`config.mk`:
```
export PLATFORM = sky130hd
export DESIGN_NAME = psp_port
export DESIGN_NICKNAME = d
export VERILOG_FILES = /design/src/verilog/psp_pkg.sv /design/src/verilog/psp_qclk.sv /design/src/verilog/psp_port.sv
export VERILOG_INCLUDE_DIRS = /design/src /design/src/verilog
export SDC_FILE = /design/constraint.sdc
export NUM_CORES = 1
export LEC_CHECK = 0
export BUFFER_PORTS_ARGS = -buffer_cell sky130_fd_sc_hd__buf_2
export CORE_MARGIN = 2
export CORE_UTILIZATION = 60
export DETAILED_ROUTE_END_ITERATION = 10
export GPL_ROUTABILITY_DRIVEN = 0
export GPL_TIMING_DRIVEN = 0
export PLACE_DENSITY = 0.83
export RECOVER_POWER = 25
export SLEW_MARGIN = 20
export SYNTH_ARGS = -nofsm -noshare
export SYNTH_HDL_FRONTEND = slang
export SYNTH_SLANG_ARGS = --single-unit
```
`constraint.sdc`:
```
create_clock -name SYS_CLK -period 4.58 [get_ports SYS_CLK]
set_input_delay 0.687 -clock SYS_CLK [delete_from_list [all_inputs] [get_ports SYS_CLK]]
set_output_delay 0.687 -clock SYS_CLK [all_outputs]
set_load 0.02 [all_outputs]
```
`src/verilog/psp_consts.svh`:
```
// Register offsets, field positions, reset values and phase codes of the parallel slave port
`ifndef PSP_CONSTS_SVH
`define PSP_CONSTS_SVH

`define PSP_ADDR_DATA 8'h08
`define PSP_ADDR_STROBE 8'h09
`define PSP_ADDR_IRQ_FLAG 8'h0C
`define PSP_ADDR_DATA_DIR 8'h88
`define PSP_ADDR_CTRL 8'h89
`define PSP_ADDR_IRQ_EN 8'h8C

`define PSP_CTRL_IBF 7
`define PSP_CTRL_OBF 6
`define PSP_CTRL_INPUT_OVERFLOW_FLAG 5
`define PSP_CTRL_MODE 4
`define PSP_IRQ_BIT 7

`define PSP_PIN_RD 0
`define PSP_PIN_WR 1
`define PSP_PIN_CS 2

`define PSP_TRIS_RST 3'h7
`define PSP_TRIS_INPUT 3'h7
`define PSP_DATA_DIR_RST 8'hFF
`define PSP_BYTE_ZERO 8'h00
`define PSP_BYTE_ONES 8'hFF
`define PSP_STROBE_ZERO 3'h0

`define PSP_PH_Q1 2'h0
`define PSP_PH_Q2 2'h1
`define PSP_PH_Q3 2'h2
`define PSP_PH_Q4 2'h3
`define PSP_PH_STEP 2'h1

`endif

```
`src/verilog/psp_pkg.sv`:
```
// Types of the parallel slave port
package psp_pkg;

  typedef enum logic [2:0] {
    PSP_IDLE   = 3'b000,
    PSP_WR_ACT = 3'b001,
    PSP_WR_Q2  = 3'b010,
    PSP_WR_Q4  = 3'b011,
    PSP_RD_ACT = 3'b100,
    PSP_RD_Q2  = 3'b101,
    PSP_RD_Q4  = 3'b110
  } psp_state_t;

  typedef struct packed {
    logic [7:0] d_sync1;
    logic [7:0] d_sync2;
    logic [2:0] e_sync1;
    logic [2:0] e_sync2;
    logic [7:0] d_snap;
    logic [2:0] e_snap;
    psp_state_t state;
    logic [7:0] wr_byte;
    logic [7:0] in_latch;
    logic [7:0] out_latch;
    logic [7:0] data_dir;
    logic [2:0] e_latch;
    logic [2:0] e_tris;
    logic mode;
    logic input_full_flag;
    logic output_full_flag;
    logic input_overflow_flag;
    logic irq_flag;
    logic irq_en;
    logic [7:0] rd_data;
    logic [7:0] d_out;
    logic [7:0] d_oe;
    logic [2:0] e_out;
    logic [2:0] e_oe;
    logic irq;
  } psp_regs_t;

endpackage

```
`src/verilog/psp_qclk.sv`:
```
// Instruction-cycle phase generator: four clocks per cycle, Q1 to Q4
`timescale 1ns/10ps
`default_nettype none
`include "psp_consts.svh"

module psp_qclk (
  // Clock and reset
  input wire logic clk,
  input wire logic rst,
  // Phase strobes
  output logic q1,
  output logic q2,
  output logic q4
);

  logic [1:0] phase;
  logic [1:0] next_phase;

  always_comb begin
    next_phase = 2'(phase + `PSP_PH_STEP);
  end

  always_ff @(posedge clk) begin
    if (rst) begin
      phase <= `PSP_PH_Q1;
    end else begin
      phase <= next_phase;
    end
  end

  assign q1 = (phase == `PSP_PH_Q1);
  assign q2 = (phase == `PSP_PH_Q2);
  assign q4 = (phase == `PSP_PH_Q4);

endmodule

`default_nettype wire

```
`src/verilog/psp_port.sv`:
```
// Parallel slave port: data port, strobe port, control/status and interrupt flag
//
// The strobed register port was left to the implementer.
`timescale 1ns/10ps
`default_nettype none
`include "psp_consts.svh"

module psp_port (
  // Clock and reset
  input wire logic SYS_CLK,
  input wire logic RST,
  // Register port
  input wire logic [7:0] ADDR,
  input wire logic [7:0] WR_DATA,
  input wire logic WR_STB,
  input wire logic RD_STB,
  output logic [7:0] RD_DATA,
  // Data port pins
  input wire logic [7:0] DATA_PIN_IN,
  output logic [7:0] DATA_PIN_OUT,
  output logic [7:0] DATA_PIN_OE,
  // Strobe port pins: read, write, chip select
  input wire logic [2:0] STROBE_PIN_IN,
  output logic [2:0] STROBE_PIN_OUT,
  output logic [2:0] STROBE_PIN_OE,
  // Interrupt request
  output logic PORT_IRQ
);

  psp_pkg::psp_regs_t s;
  psp_pkg::psp_regs_t next_s;

  logic q1;
  logic q2;
  logic q4;

  logic slave;
  logic selected;
  logic wr_low;
  logic rd_low;

  function automatic logic hit(input logic [7:0] addr, input logic [7:0] offset);
    hit = (addr == offset);
  endfunction

  psp_qclk u_qclk (
    .clk(SYS_CLK),
    .rst(RST),
    .q1(q1),
    .q2(q2),
    .q4(q4)
  );

  // Strobes seen only after both sync stages
  always_comb begin
    slave = s.mode && (s.e_tris == `PSP_TRIS_INPUT);
    selected = slave && !s.e_sync2[`PSP_PIN_CS];
    wr_low = selected && !s.e_sync2[`PSP_PIN_WR];
    rd_low = selected && !s.e_sync2[`PSP_PIN_RD];
  end

  always_comb begin
    next_s = s;

    // Pin synchronisers
    next_s.d_sync1 = DATA_PIN_IN;
    next_s.d_sync2 = s.d_sync1;
    next_s.e_sync1 = STROBE_PIN_IN;
    next_s.e_sync2 = s.e_sync1;

    // Pin reads see the level valid at the start of the cycle
    if (q1) begin
      next_s.d_snap = s.d_sync2;
      next_s.e_snap = s.e_sync2;
    end

    // Read data stands for one cycle only
    next_s.rd_data = `PSP_BYTE_ZERO;

    // Firmware reads
    if (RD_STB) begin
      if (hit(ADDR, `PSP_ADDR_DATA)) begin
        if (slave) begin
          next_s.rd_data = s.in_latch;
          next_s.input_full_flag = 1'b0;
        end else begin
          next_s.rd_data = s.d_snap;
        end
      end else if (hit(ADDR, `PSP_ADDR_STROBE)) begin
        next_s.rd_data = {5'h00, s.e_snap};
      end else if (hit(ADDR, `PSP_ADDR_IRQ_FLAG)) begin
        next_s.rd_data = {s.irq_flag, 7'h00};
      end else if (hit(ADDR, `PSP_ADDR_IRQ_EN)) begin
        next_s.rd_data = {s.irq_en, 7'h00};
      end else if (hit(ADDR, `PSP_ADDR_DATA_DIR)) begin
        next_s.rd_data = s.data_dir;
      end else if (hit(ADDR, `PSP_ADDR_CTRL)) begin
        next_s.rd_data = {s.input_full_flag, s.output_full_flag, s.input_overflow_flag, s.mode, 1'b0, s.e_tris};
      end
    end

    // Firmware writes
    if (WR_STB) begin
      if (hit(ADDR, `PSP_ADDR_DATA)) begin
        next_s.out_latch = WR_DATA;
        if (slave) begin
          next_s.output_full_flag = 1'b1;
        end
      end else if (hit(ADDR, `PSP_ADDR_STROBE)) begin
        next_s.e_latch = WR_DATA[2:0];
      end else if (hit(ADDR, `PSP_ADDR_IRQ_FLAG)) begin
        next_s.irq_flag = WR_DATA[`PSP_IRQ_BIT];
      end else if (hit(ADDR, `PSP_ADDR_IRQ_EN)) begin
        next_s.irq_en = WR_DATA[`PSP_IRQ_BIT];
      end else if (hit(ADDR, `PSP_ADDR_DATA_DIR)) begin
        next_s.data_dir = WR_DATA;
      end else if (hit(ADDR, `PSP_ADDR_CTRL)) begin
        // Full flags are read only; overflow is cleared here
        next_s.input_overflow_flag = WR_DATA[`PSP_CTRL_INPUT_OVERFLOW_FLAG];
        next_s.mode = WR_DATA[`PSP_CTRL_MODE];
        next_s.e_tris = WR_DATA[2:0];
      end
    end

    // Transfer sequencer; runs after firmware so hardware sets win
    case (s.state)
      psp_pkg::PSP_IDLE: begin
        if (wr_low) begin
          next_s.state = psp_pkg::PSP_WR_ACT;
          next_s.wr_byte = s.d_sync2;
        end else if (rd_low) begin
          next_s.state = psp_pkg::PSP_RD_ACT;
          next_s.output_full_flag = 1'b0;
        end
      end
      psp_pkg::PSP_WR_ACT: begin
        if (wr_low) begin
          // Keep tracking the bus; the last byte before the rise is taken
          next_s.wr_byte = s.d_sync2;
        end else begin
          next_s.state = psp_pkg::PSP_WR_Q2;
        end
      end
      psp_pkg::PSP_WR_Q2: begin
        if (q2) begin
          next_s.state = psp_pkg::PSP_WR_Q4;
        end
      end
      psp_pkg::PSP_WR_Q4: begin
        if (q4) begin
          next_s.state = psp_pkg::PSP_IDLE;
          next_s.irq_flag = 1'b1;
          if (s.input_full_flag && next_s.input_full_flag) begin
            // Unread byte is kept; the newer one is dropped
            next_s.input_overflow_flag = 1'b1;
          end else begin
            next_s.in_latch = s.wr_byte;
            next_s.input_full_flag = 1'b1;
          end
        end
      end
      psp_pkg::PSP_RD_ACT: begin
        if (!rd_low) begin
          next_s.state = psp_pkg::PSP_RD_Q2;
        end
      end
      psp_pkg::PSP_RD_Q2: begin
        if (q2) begin
          next_s.state = psp_pkg::PSP_RD_Q4;
        end
      end
      psp_pkg::PSP_RD_Q4: begin
        if (q4) begin
          next_s.state = psp_pkg::PSP_IDLE;
          next_s.irq_flag = 1'b1;
        end
      end
      default: begin
        next_s.state = psp_pkg::PSP_IDLE;
      end
    endcase

    // Leaving slave mode drops any transfer; overflow is untouched
    if (!slave) begin
      next_s.state = psp_pkg::PSP_IDLE;
    end
    if (!s.mode) begin
      next_s.input_full_flag = 1'b0;
      next_s.output_full_flag = 1'b0;
    end

    // Data pins: external strobes own the direction in slave mode
    if (slave) begin
      next_s.d_out = next_s.out_latch;
      if (next_s.state == psp_pkg::PSP_RD_ACT) begin
        next_s.d_oe = `PSP_BYTE_ONES;
      end else begin
        next_s.d_oe = `PSP_BYTE_ZERO;
      end
    end else if (q4) begin
      // General purpose output changes at the end of the cycle
      next_s.d_out = next_s.out_latch;
      next_s.d_oe = ~next_s.data_dir;
    end else if (s.d_oe == `PSP_BYTE_ONES && s.mode) begin
      // Slave mode with strobes not yet inputs: a full drive set at Q4 is released on the next clock
      next_s.d_oe = `PSP_BYTE_ZERO;
    end

    // Strobe port pins follow their own direction bits
    if (q4) begin
      next_s.e_out = next_s.e_latch;
      next_s.e_oe = ~next_s.e_tris;
    end

    next_s.irq = next_s.irq_flag && next_s.irq_en;
  end

  always_ff @(posedge SYS_CLK) begin
    if (RST) begin
      s.d_sync1 <= `PSP_BYTE_ZERO;
      s.d_sync2 <= `PSP_BYTE_ZERO;
      s.e_sync1 <= `PSP_TRIS_RST;
      s.e_sync2 <= `PSP_TRIS_RST;
      s.d_snap <= `PSP_BYTE_ZERO;
      s.e_snap <= `PSP_STROBE_ZERO;
      s.state <= psp_pkg::PSP_IDLE;
      s.wr_byte <= `PSP_BYTE_ZERO;
      s.in_latch <= `PSP_BYTE_ZERO;
      s.out_latch <= `PSP_BYTE_ZERO;
      s.data_dir <= `PSP_DATA_DIR_RST;
      s.e_latch <= `PSP_STROBE_ZERO;
      s.e_tris <= `PSP_TRIS_RST;
      s.mode <= 1'b0;
      s.input_full_flag <= 1'b0;
      s.output_full_flag <= 1'b0;
      s.input_overflow_flag <= 1'b0;
      s.irq_flag <= 1'b0;
      s.irq_en <= 1'b0;
      s.rd_data <= `PSP_BYTE_ZERO;
      s.d_out <= `PSP_BYTE_ZERO;
      s.d_oe <= `PSP_BYTE_ZERO;
      s.e_out <= `PSP_STROBE_ZERO;
      s.e_oe <= `PSP_STROBE_ZERO;
      s.irq <= 1'b0;
    end else begin
      s <= next_s;
    end
  end

  // Outputs come straight from the state register
  assign RD_DATA = s.rd_data;
  assign DATA_PIN_OUT = s.d_out;
  assign DATA_PIN_OE = s.d_oe;
  assign STROBE_PIN_OUT = s.e_out;
  assign STROBE_PIN_OE = s.e_oe;
  assign PORT_IRQ = s.irq;

endmodule

`default_nettype wire

```
After elaboration in Yosys (flattened, before gate mapping)
Cells that the tools add are included.
{ "totals": {"rom_bits": 0, "latch_bits": 0, "n_memories": 0, "ram_bits": 0, "ff_bits": 113} }
{ "op_classes": {"eq_ne": 17, "n_lt_le_gt_ge": 0, "addsub": 1, "multipliers": 0, "bitwise": 10, "n_shift": 0, "muxes": 60, "reduce_logical": 21, "n_div": 0} }
{ "op_table": {"columns": ["cell", "count"], "rows": [
  ["8-bit 2-to-1 mux", 16],
  ["3-bit 2-to-1 mux", 11],
  ["8-bit == test (second input constant)", 4],
  ["8-bit by 4-bit == test with 1-bit output (second input constant)", 3],
  ["4-bit 2-to-1 mux", 6],
  ["23-bit 2-to-1 mux", 1],
  ["1-bit 2-to-1 mux", 21],
  ["3-bit one-hot mux with 6 select lines", 1],
  ["16-bit 2-to-1 mux", 1],
  ["3-bit == test (second input constant)", 5],
  ["15-bit 2-to-1 mux", 1],
  ["1-bit NOT", 8],
  ["8-bit NOT", 1],
  ["2-bit OR reduction", 4],
  ["1-bit logical AND", 7],
  ["7-bit AND reduction", 1],
  ["3-bit by 2-bit == test with 1-bit output (second input constant)", 2],
  ["3-bit by 1-bit == test with 1-bit output (second input constant)", 1],
  ["1-bit logical NOT", 3],
  ["3-bit logical NOT", 1],
  ["3-bit NOT", 1],
  ["3-bit AND reduction", 1],
  ["3-bit nonzero test", 1],
  ["2-bit by 1-bit adder with 2-bit output (second input constant)", 1],
  ["7 further kinds", 7]
]} }

Depth between registers and ports, before layout
{ "depth": {"ltp_word": 12, "ltp_mapped": 7, "depth_no_buf": 7} }

By module
Synthesis repeated with hierarchy kept, for this count alone.
{ "unflattened": {"cells_unflattened": 488, "hier_area_um2": 4760.8} }
{ "by_module_without_submodules": {"columns": ["mod", "seq_area_each_um2", "area_per_inst_um2", "n_inst", "cells_per_inst"], "rows": [
  ["psp_port", 2222.1, 4665.7, 1, 479],
  ["psp_qclk", 40.0, 95.1, 1, 9]
]} }

Worst setup path after synthesis
No wires, ideal clock.
{ "synth_timing": {"kind": "input port to flip-flop", "from": "input port ADDR[5]", "to": "register s[59] in the netlist's numbering", "path_buffers": 0, "path_stages": 5, "required_time_ns": 4.452, "t_arrival_ns": 1.872, "path_slack_ns": 2.580, "cell_sequence": "nor4_2 > a41oi_2 > nor2_4 > mux2i_1 > nor2_1"} }
{ "synth_between": {"elab_chain_len": 6} }
{ "synth_rtl": {"columns": ["element", "line", "source"], "rows": [
  ["start: declaration", "psp_port.sv:13", "input wire logic [7:0] ADDR,"],
  ["8-bit by 4-bit == test with 1-bit output", "psp_port.sv:43", "hit = (addr == offset);"],
  ["1-bit 2-to-1 mux", "psp_port.sv:82", "if (hit(ADDR, `PSP_ADDR_DATA)) begin"],
  ["1-bit 2-to-1 mux", "psp_port.sv:81", "if (RD_STB) begin"],
  ["1-bit logical AND", "psp_port.sv:153", "if (s.input_full_flag && next_s.input_full_flag) begin"],
  ["1-bit NOT (no source line)", null, null],
  ["3-bit AND reduction (no source line)", null, null],
  ["end: declaration", "psp_port.sv:30", "psp_pkg::psp_regs_t s;"]
]} }
No other way between the ends.
A chain may end at the register's enable or synchronous reset.

Worst setup path after layout
{ "layout_timing": {"from": "input port ADDR[4]", "to": "register s (netlist bit STROBE_PIN_OE[2])"} }
{ "layout_between": {"elab_chain_len": 9} }
{ "layout_rtl": {"columns": ["element", "line", "source"], "rows": [
  ["8-bit == test", "psp_port.sv:43", null],
  ["4-bit 2-to-1 mux", "psp_port.sv:117", "end else if (hit(ADDR, `PSP_ADDR_CTRL)) begin"],
  ["4-bit 2-to-1 mux", "psp_port.sv:115", "end else if (hit(ADDR, `PSP_ADDR_DATA_DIR)) begin"],
  ["4-bit 2-to-1 mux", "psp_port.sv:113", "end else if (hit(ADDR, `PSP_ADDR_IRQ_EN)) begin"],
  ["4-bit 2-to-1 mux", "psp_port.sv:111", "end else if (hit(ADDR, `PSP_ADDR_IRQ_FLAG)) begin"],
  ["4-bit 2-to-1 mux", "psp_port.sv:109", "end else if (hit(ADDR, `PSP_ADDR_STROBE)) begin"],
  ["15-bit 2-to-1 mux *", "psp_port.sv:104", "if (hit(ADDR, `PSP_ADDR_DATA)) begin"],
  ["23-bit 2-to-1 mux *", "psp_port.sv:103", "if (WR_STB) begin"],
  ["3-bit NOT *", "psp_port.sv:212", "next_s.e_oe = ~next_s.e_tris;"]
]} }
Every way passes the cells marked *; elsewhere a longest branch is shown, timed or not.

==> summary by stage <==
Final layout
Compared with the post-synthesis result, the final layout area differs by 22.40%. The area of all placed cells without fillers is 5709 sq um. The final core utilization is 0.7466. Leaving out fill and tap cells, the most frequent cell in the layout is dfxtp_1.

The finished layout holds 671 standard cells, fillers aside. The total inserted antenna cells is 0. In the final design database the tool counted 590 nets. In the final layout, the multi-input gates occupy 2008 sq um. In the final layout, the share of cells above drive strength 1 is 0.2548. The library cells used most frequently in the layout, excluding fill and tap cells, are 113 x dfxtp_1, 74 x nor2_1, 63 x buf_2. The number of fillers in the final layout is 511. Across the whole layout, storage elements account for 2262 sq um.

STA
The normalized max-slew margin is -0.3085. In the final timing run, aggregate negative setup slack is 0 ns. Setup repair after global routing left no endpoint under its margin. The slew of the pin with the lowest slew margin is 1.936 ns. Dividing the final minimum period by the clock period gives 0.6691. For the final database, setup skew stands at 0.006069 ns. Static timing analysis puts the maximum clock frequency at 0.3263 GHz. The number of pins with negative max-slew slack in the final report is 11. Across all setup checks in the final design, the least slack found is 1.516 ns. Setup violations remaining at the end of the flow were counted as 0. After layout, the minimum clock period comes to 3.064 ns. The worst hold slack is 0.3560 ns. The number of hold violations in the final report was 0.

Global route
The aggregate global routing overflow is 0. The initial antenna violation count is 0. The first global-routing pass estimated 17390 microns of wire.

In the global route stage, overall resource usage came out at 0.2667. The number of global-route vias before repair is 3653. Entering global routing, the biggest net connects 17 pins.

Synthesis
The cell count after synthesis came out at 477. The average instance area after synthesis is 9.779 sq um. Counting flops and latches in the post-synthesis netlist gives 113. When the netlist entered floorplanning its net count stood at 511. The post-synthesis instance area is 4664 sq um.

The unique cell type count in the Yosys netlist is 47. The number of synthesized flops with an enable pin is 0. The async set-or-reset flop fraction in the synthesized netlist is 0. For this run, the leading register cell type out of synthesis is dfxtp_1. For this run, the register share of the synthesized area comes to 0.4850. The number of warnings printed during yosys synthesis is 0.

Routing
The starting DRC count in detailed routing is 261. The post-detailed-route DRC marker count is 0. After detailed routing, the number of vias per cell comes to 5.584. The average wire per standard cell is 16.31 microns. The routed layout has 3747 vias.

The number of nets with antenna violations after detailed routing is 0. The final layout contains routed wiring with a total length of 10940 microns. The number of optimization iterations in the first detailed-route pass is 6.

Clock tree
The longest clock path from root to sink contains 2 buffers. Clock tree synthesis selected as its root buffer the cell clkbuf_8. The number of setup buffers added after CTS is 0. The number of clock sinks seen by CTS is 113.

The post-cts resize count is 0. The hold buffer count at CTS is 0. The clock insertion delay at the later pin of the skew report is 0.51 ns. TritonCTS built the clock tree. The H-tree depth is 4. After clock tree synthesis, the clock-pin slew on the worst setup and hold paths is 0.05 ns. The number of buffers inserted during clock tree synthesis is 17.

Floorplan
The initial utilization of the core area, before any placement, comes to 0.6099. The floorplan step defined a die boundary enclosing 8495 sq um. The area of the placeable core is 7647 sq um.

During I/O placement, the number of pins put on the boundary was 62. In this run the core area contains 32 standard-cell rows. The vertical die dimension is 92.17 microns.

The die width is 92.17 microns.

Power and ir drop
The total power divided by cell area is 456.8 nW/um^2. The final total power is 2.608 mW. The leakage power of the design is 2.556 nW. The worst-case IR drop observed on VDD is 0.3300 mV.

Place
The number of placed instances, taps included is 639. Before CTS, the worst setup slack after placement is 2.069 ns. The cell area after placement is 5092 sq um.

After legalization and detailed placement, the total HPWL measured 7464 microns. The count of buffers added on input and output ports is 60.

Worst setup path
The data required time at the worst endpoint is 5.02 ns. Together, buffers and inverters on the worst path number 1. The path type of the worst setup path is input port to flop. The cell with the largest stage delay on the worst path is nor4b_1. The highest fanout seen on the critical path is 10. The worst setup path is launched from an input port. The most common cell type on the critical path is mux2i_1. Data arrives at the worst endpoint at 3.51 ns. The critical path capture point type is a flop. Among cell families on the critical path, the largest total delay comes from simple AND/OR/NAND/NOR gates. The delay contributed by the slowest stage of the critical path is 1.55 ns. The critical path goes through buf_2, nor4b_1, nand4_2, mux2i_1, mux2i_1, nor2_1.

Worst hold path
The worst hold path belongs to the class input port to flop.

Status
The final reports fail on capacitance limit, slew limit. The run finished, with violations left.

Flow run
Across the run, the number of max-cap violations was 1.
==> logic make-up (layout without fill, tap and decap cells) <==
logic type	count (synthesis)	in the layout	share of synthesized area
buf+inv	64	156	0.07833
simple gates	177	177	0.1996
fa+ha+maj	4	4	0.01019
xor+xnor	1	1	0.001878
mux	57	57	0.1223
compound gates	61	61	0.1027
flops	113	113	0.4850
==> final timing paths <==
check,startpoint,endpoint,slack (ns),cells after the start
setup / recovery,ADDR[4],STROBE_PIN_OE[2],1.52,6
hold / removal,STROBE_PIN_IN[1],next_s[90],0.36,2
hold reg to reg,next_s[91],s[91],0.41,1
setup reg to reg,s[36],DATA_PIN_OE[4],2.28,6
==> worst reg2reg max path, delay by kind of cell, from the launching register on <==
family / cells / cell delay, ns
AO/OA/AOI/OAI: 3 / 0.79
flip-flops: 1 / 0.50
AND/OR/NAND/NOR: 2 / 0.62
buffers and inverters: 1 / 0.25
==> final cells by class <==
cell class,instances,area share
flip-flops and latches,113,0.3962
inverters,6,0.003945
well taps,102,0.02235
plain buffers,58,0.05939
clock buffers,23,0.08350
multi-input cells,300,0.3517
repair buffers,60,0.05194
clock inverters,9,0.03090
==> synthesized netlist by cell type, drive strengths merged, types with 3 or more instances <==
cell type / number / area, sq um
nor3: 3 / 15.01
nand2b: 15 / 93.84
mux2i: 57 / 570.6
dfxtp: 113 / 2262
a41oi: 3 / 33.79
or2: 6 / 37.54
nand4: 7 / 50.05
nor4b: 3 / 62.56
buf: 41 / 277.8
and2: 8 / 50.05
nand3: 8 / 52.55
inv: 6 / 22.52
clkbuf: 17 / 65.06
ha: 3 / 37.54
a21oi: 13 / 65.06
nor2b: 21 / 131.4
nand2: 24 / 90.09
a31oi: 3 / 33.78
nor2: 75 / 289.0
a221oi: 4 / 41.29
o21ai: 7 / 35.03
a211oi: 22 / 200.2
o22ai: 4 / 25.02
nor3b: 3 / 22.52
==> report_power, final <==
group          total (mW)  internal [mW]  leakage, nW  switching [mW]
clock                1.43          0.995        0.318           0.435
combinational       0.153         0.0647         1.32          0.0879
sequential           1.03           1.01        0.919          0.0151
==> per-layer routing <==
metal / global-route usage / routed length [microns]
met1: 0.3169 / 4592
met2: 0.4455 / 5301
met3: 0.07231 / 669
met4: 0.1306 / 382
met5: 0 / 0
==> flip-flops by register name, summed over array words and instances, names as in the netlist <==
signal,flops
STROBE_PIN_OUT,3
DATA_PIN_OUT,8
PORT_IRQ,1
s,69
next_s,11
STROBE_PIN_OE,3
DATA_PIN_OE,8
u_qclk.phase,2
RD_DATA,8
(Power assumes the default switching activity.)
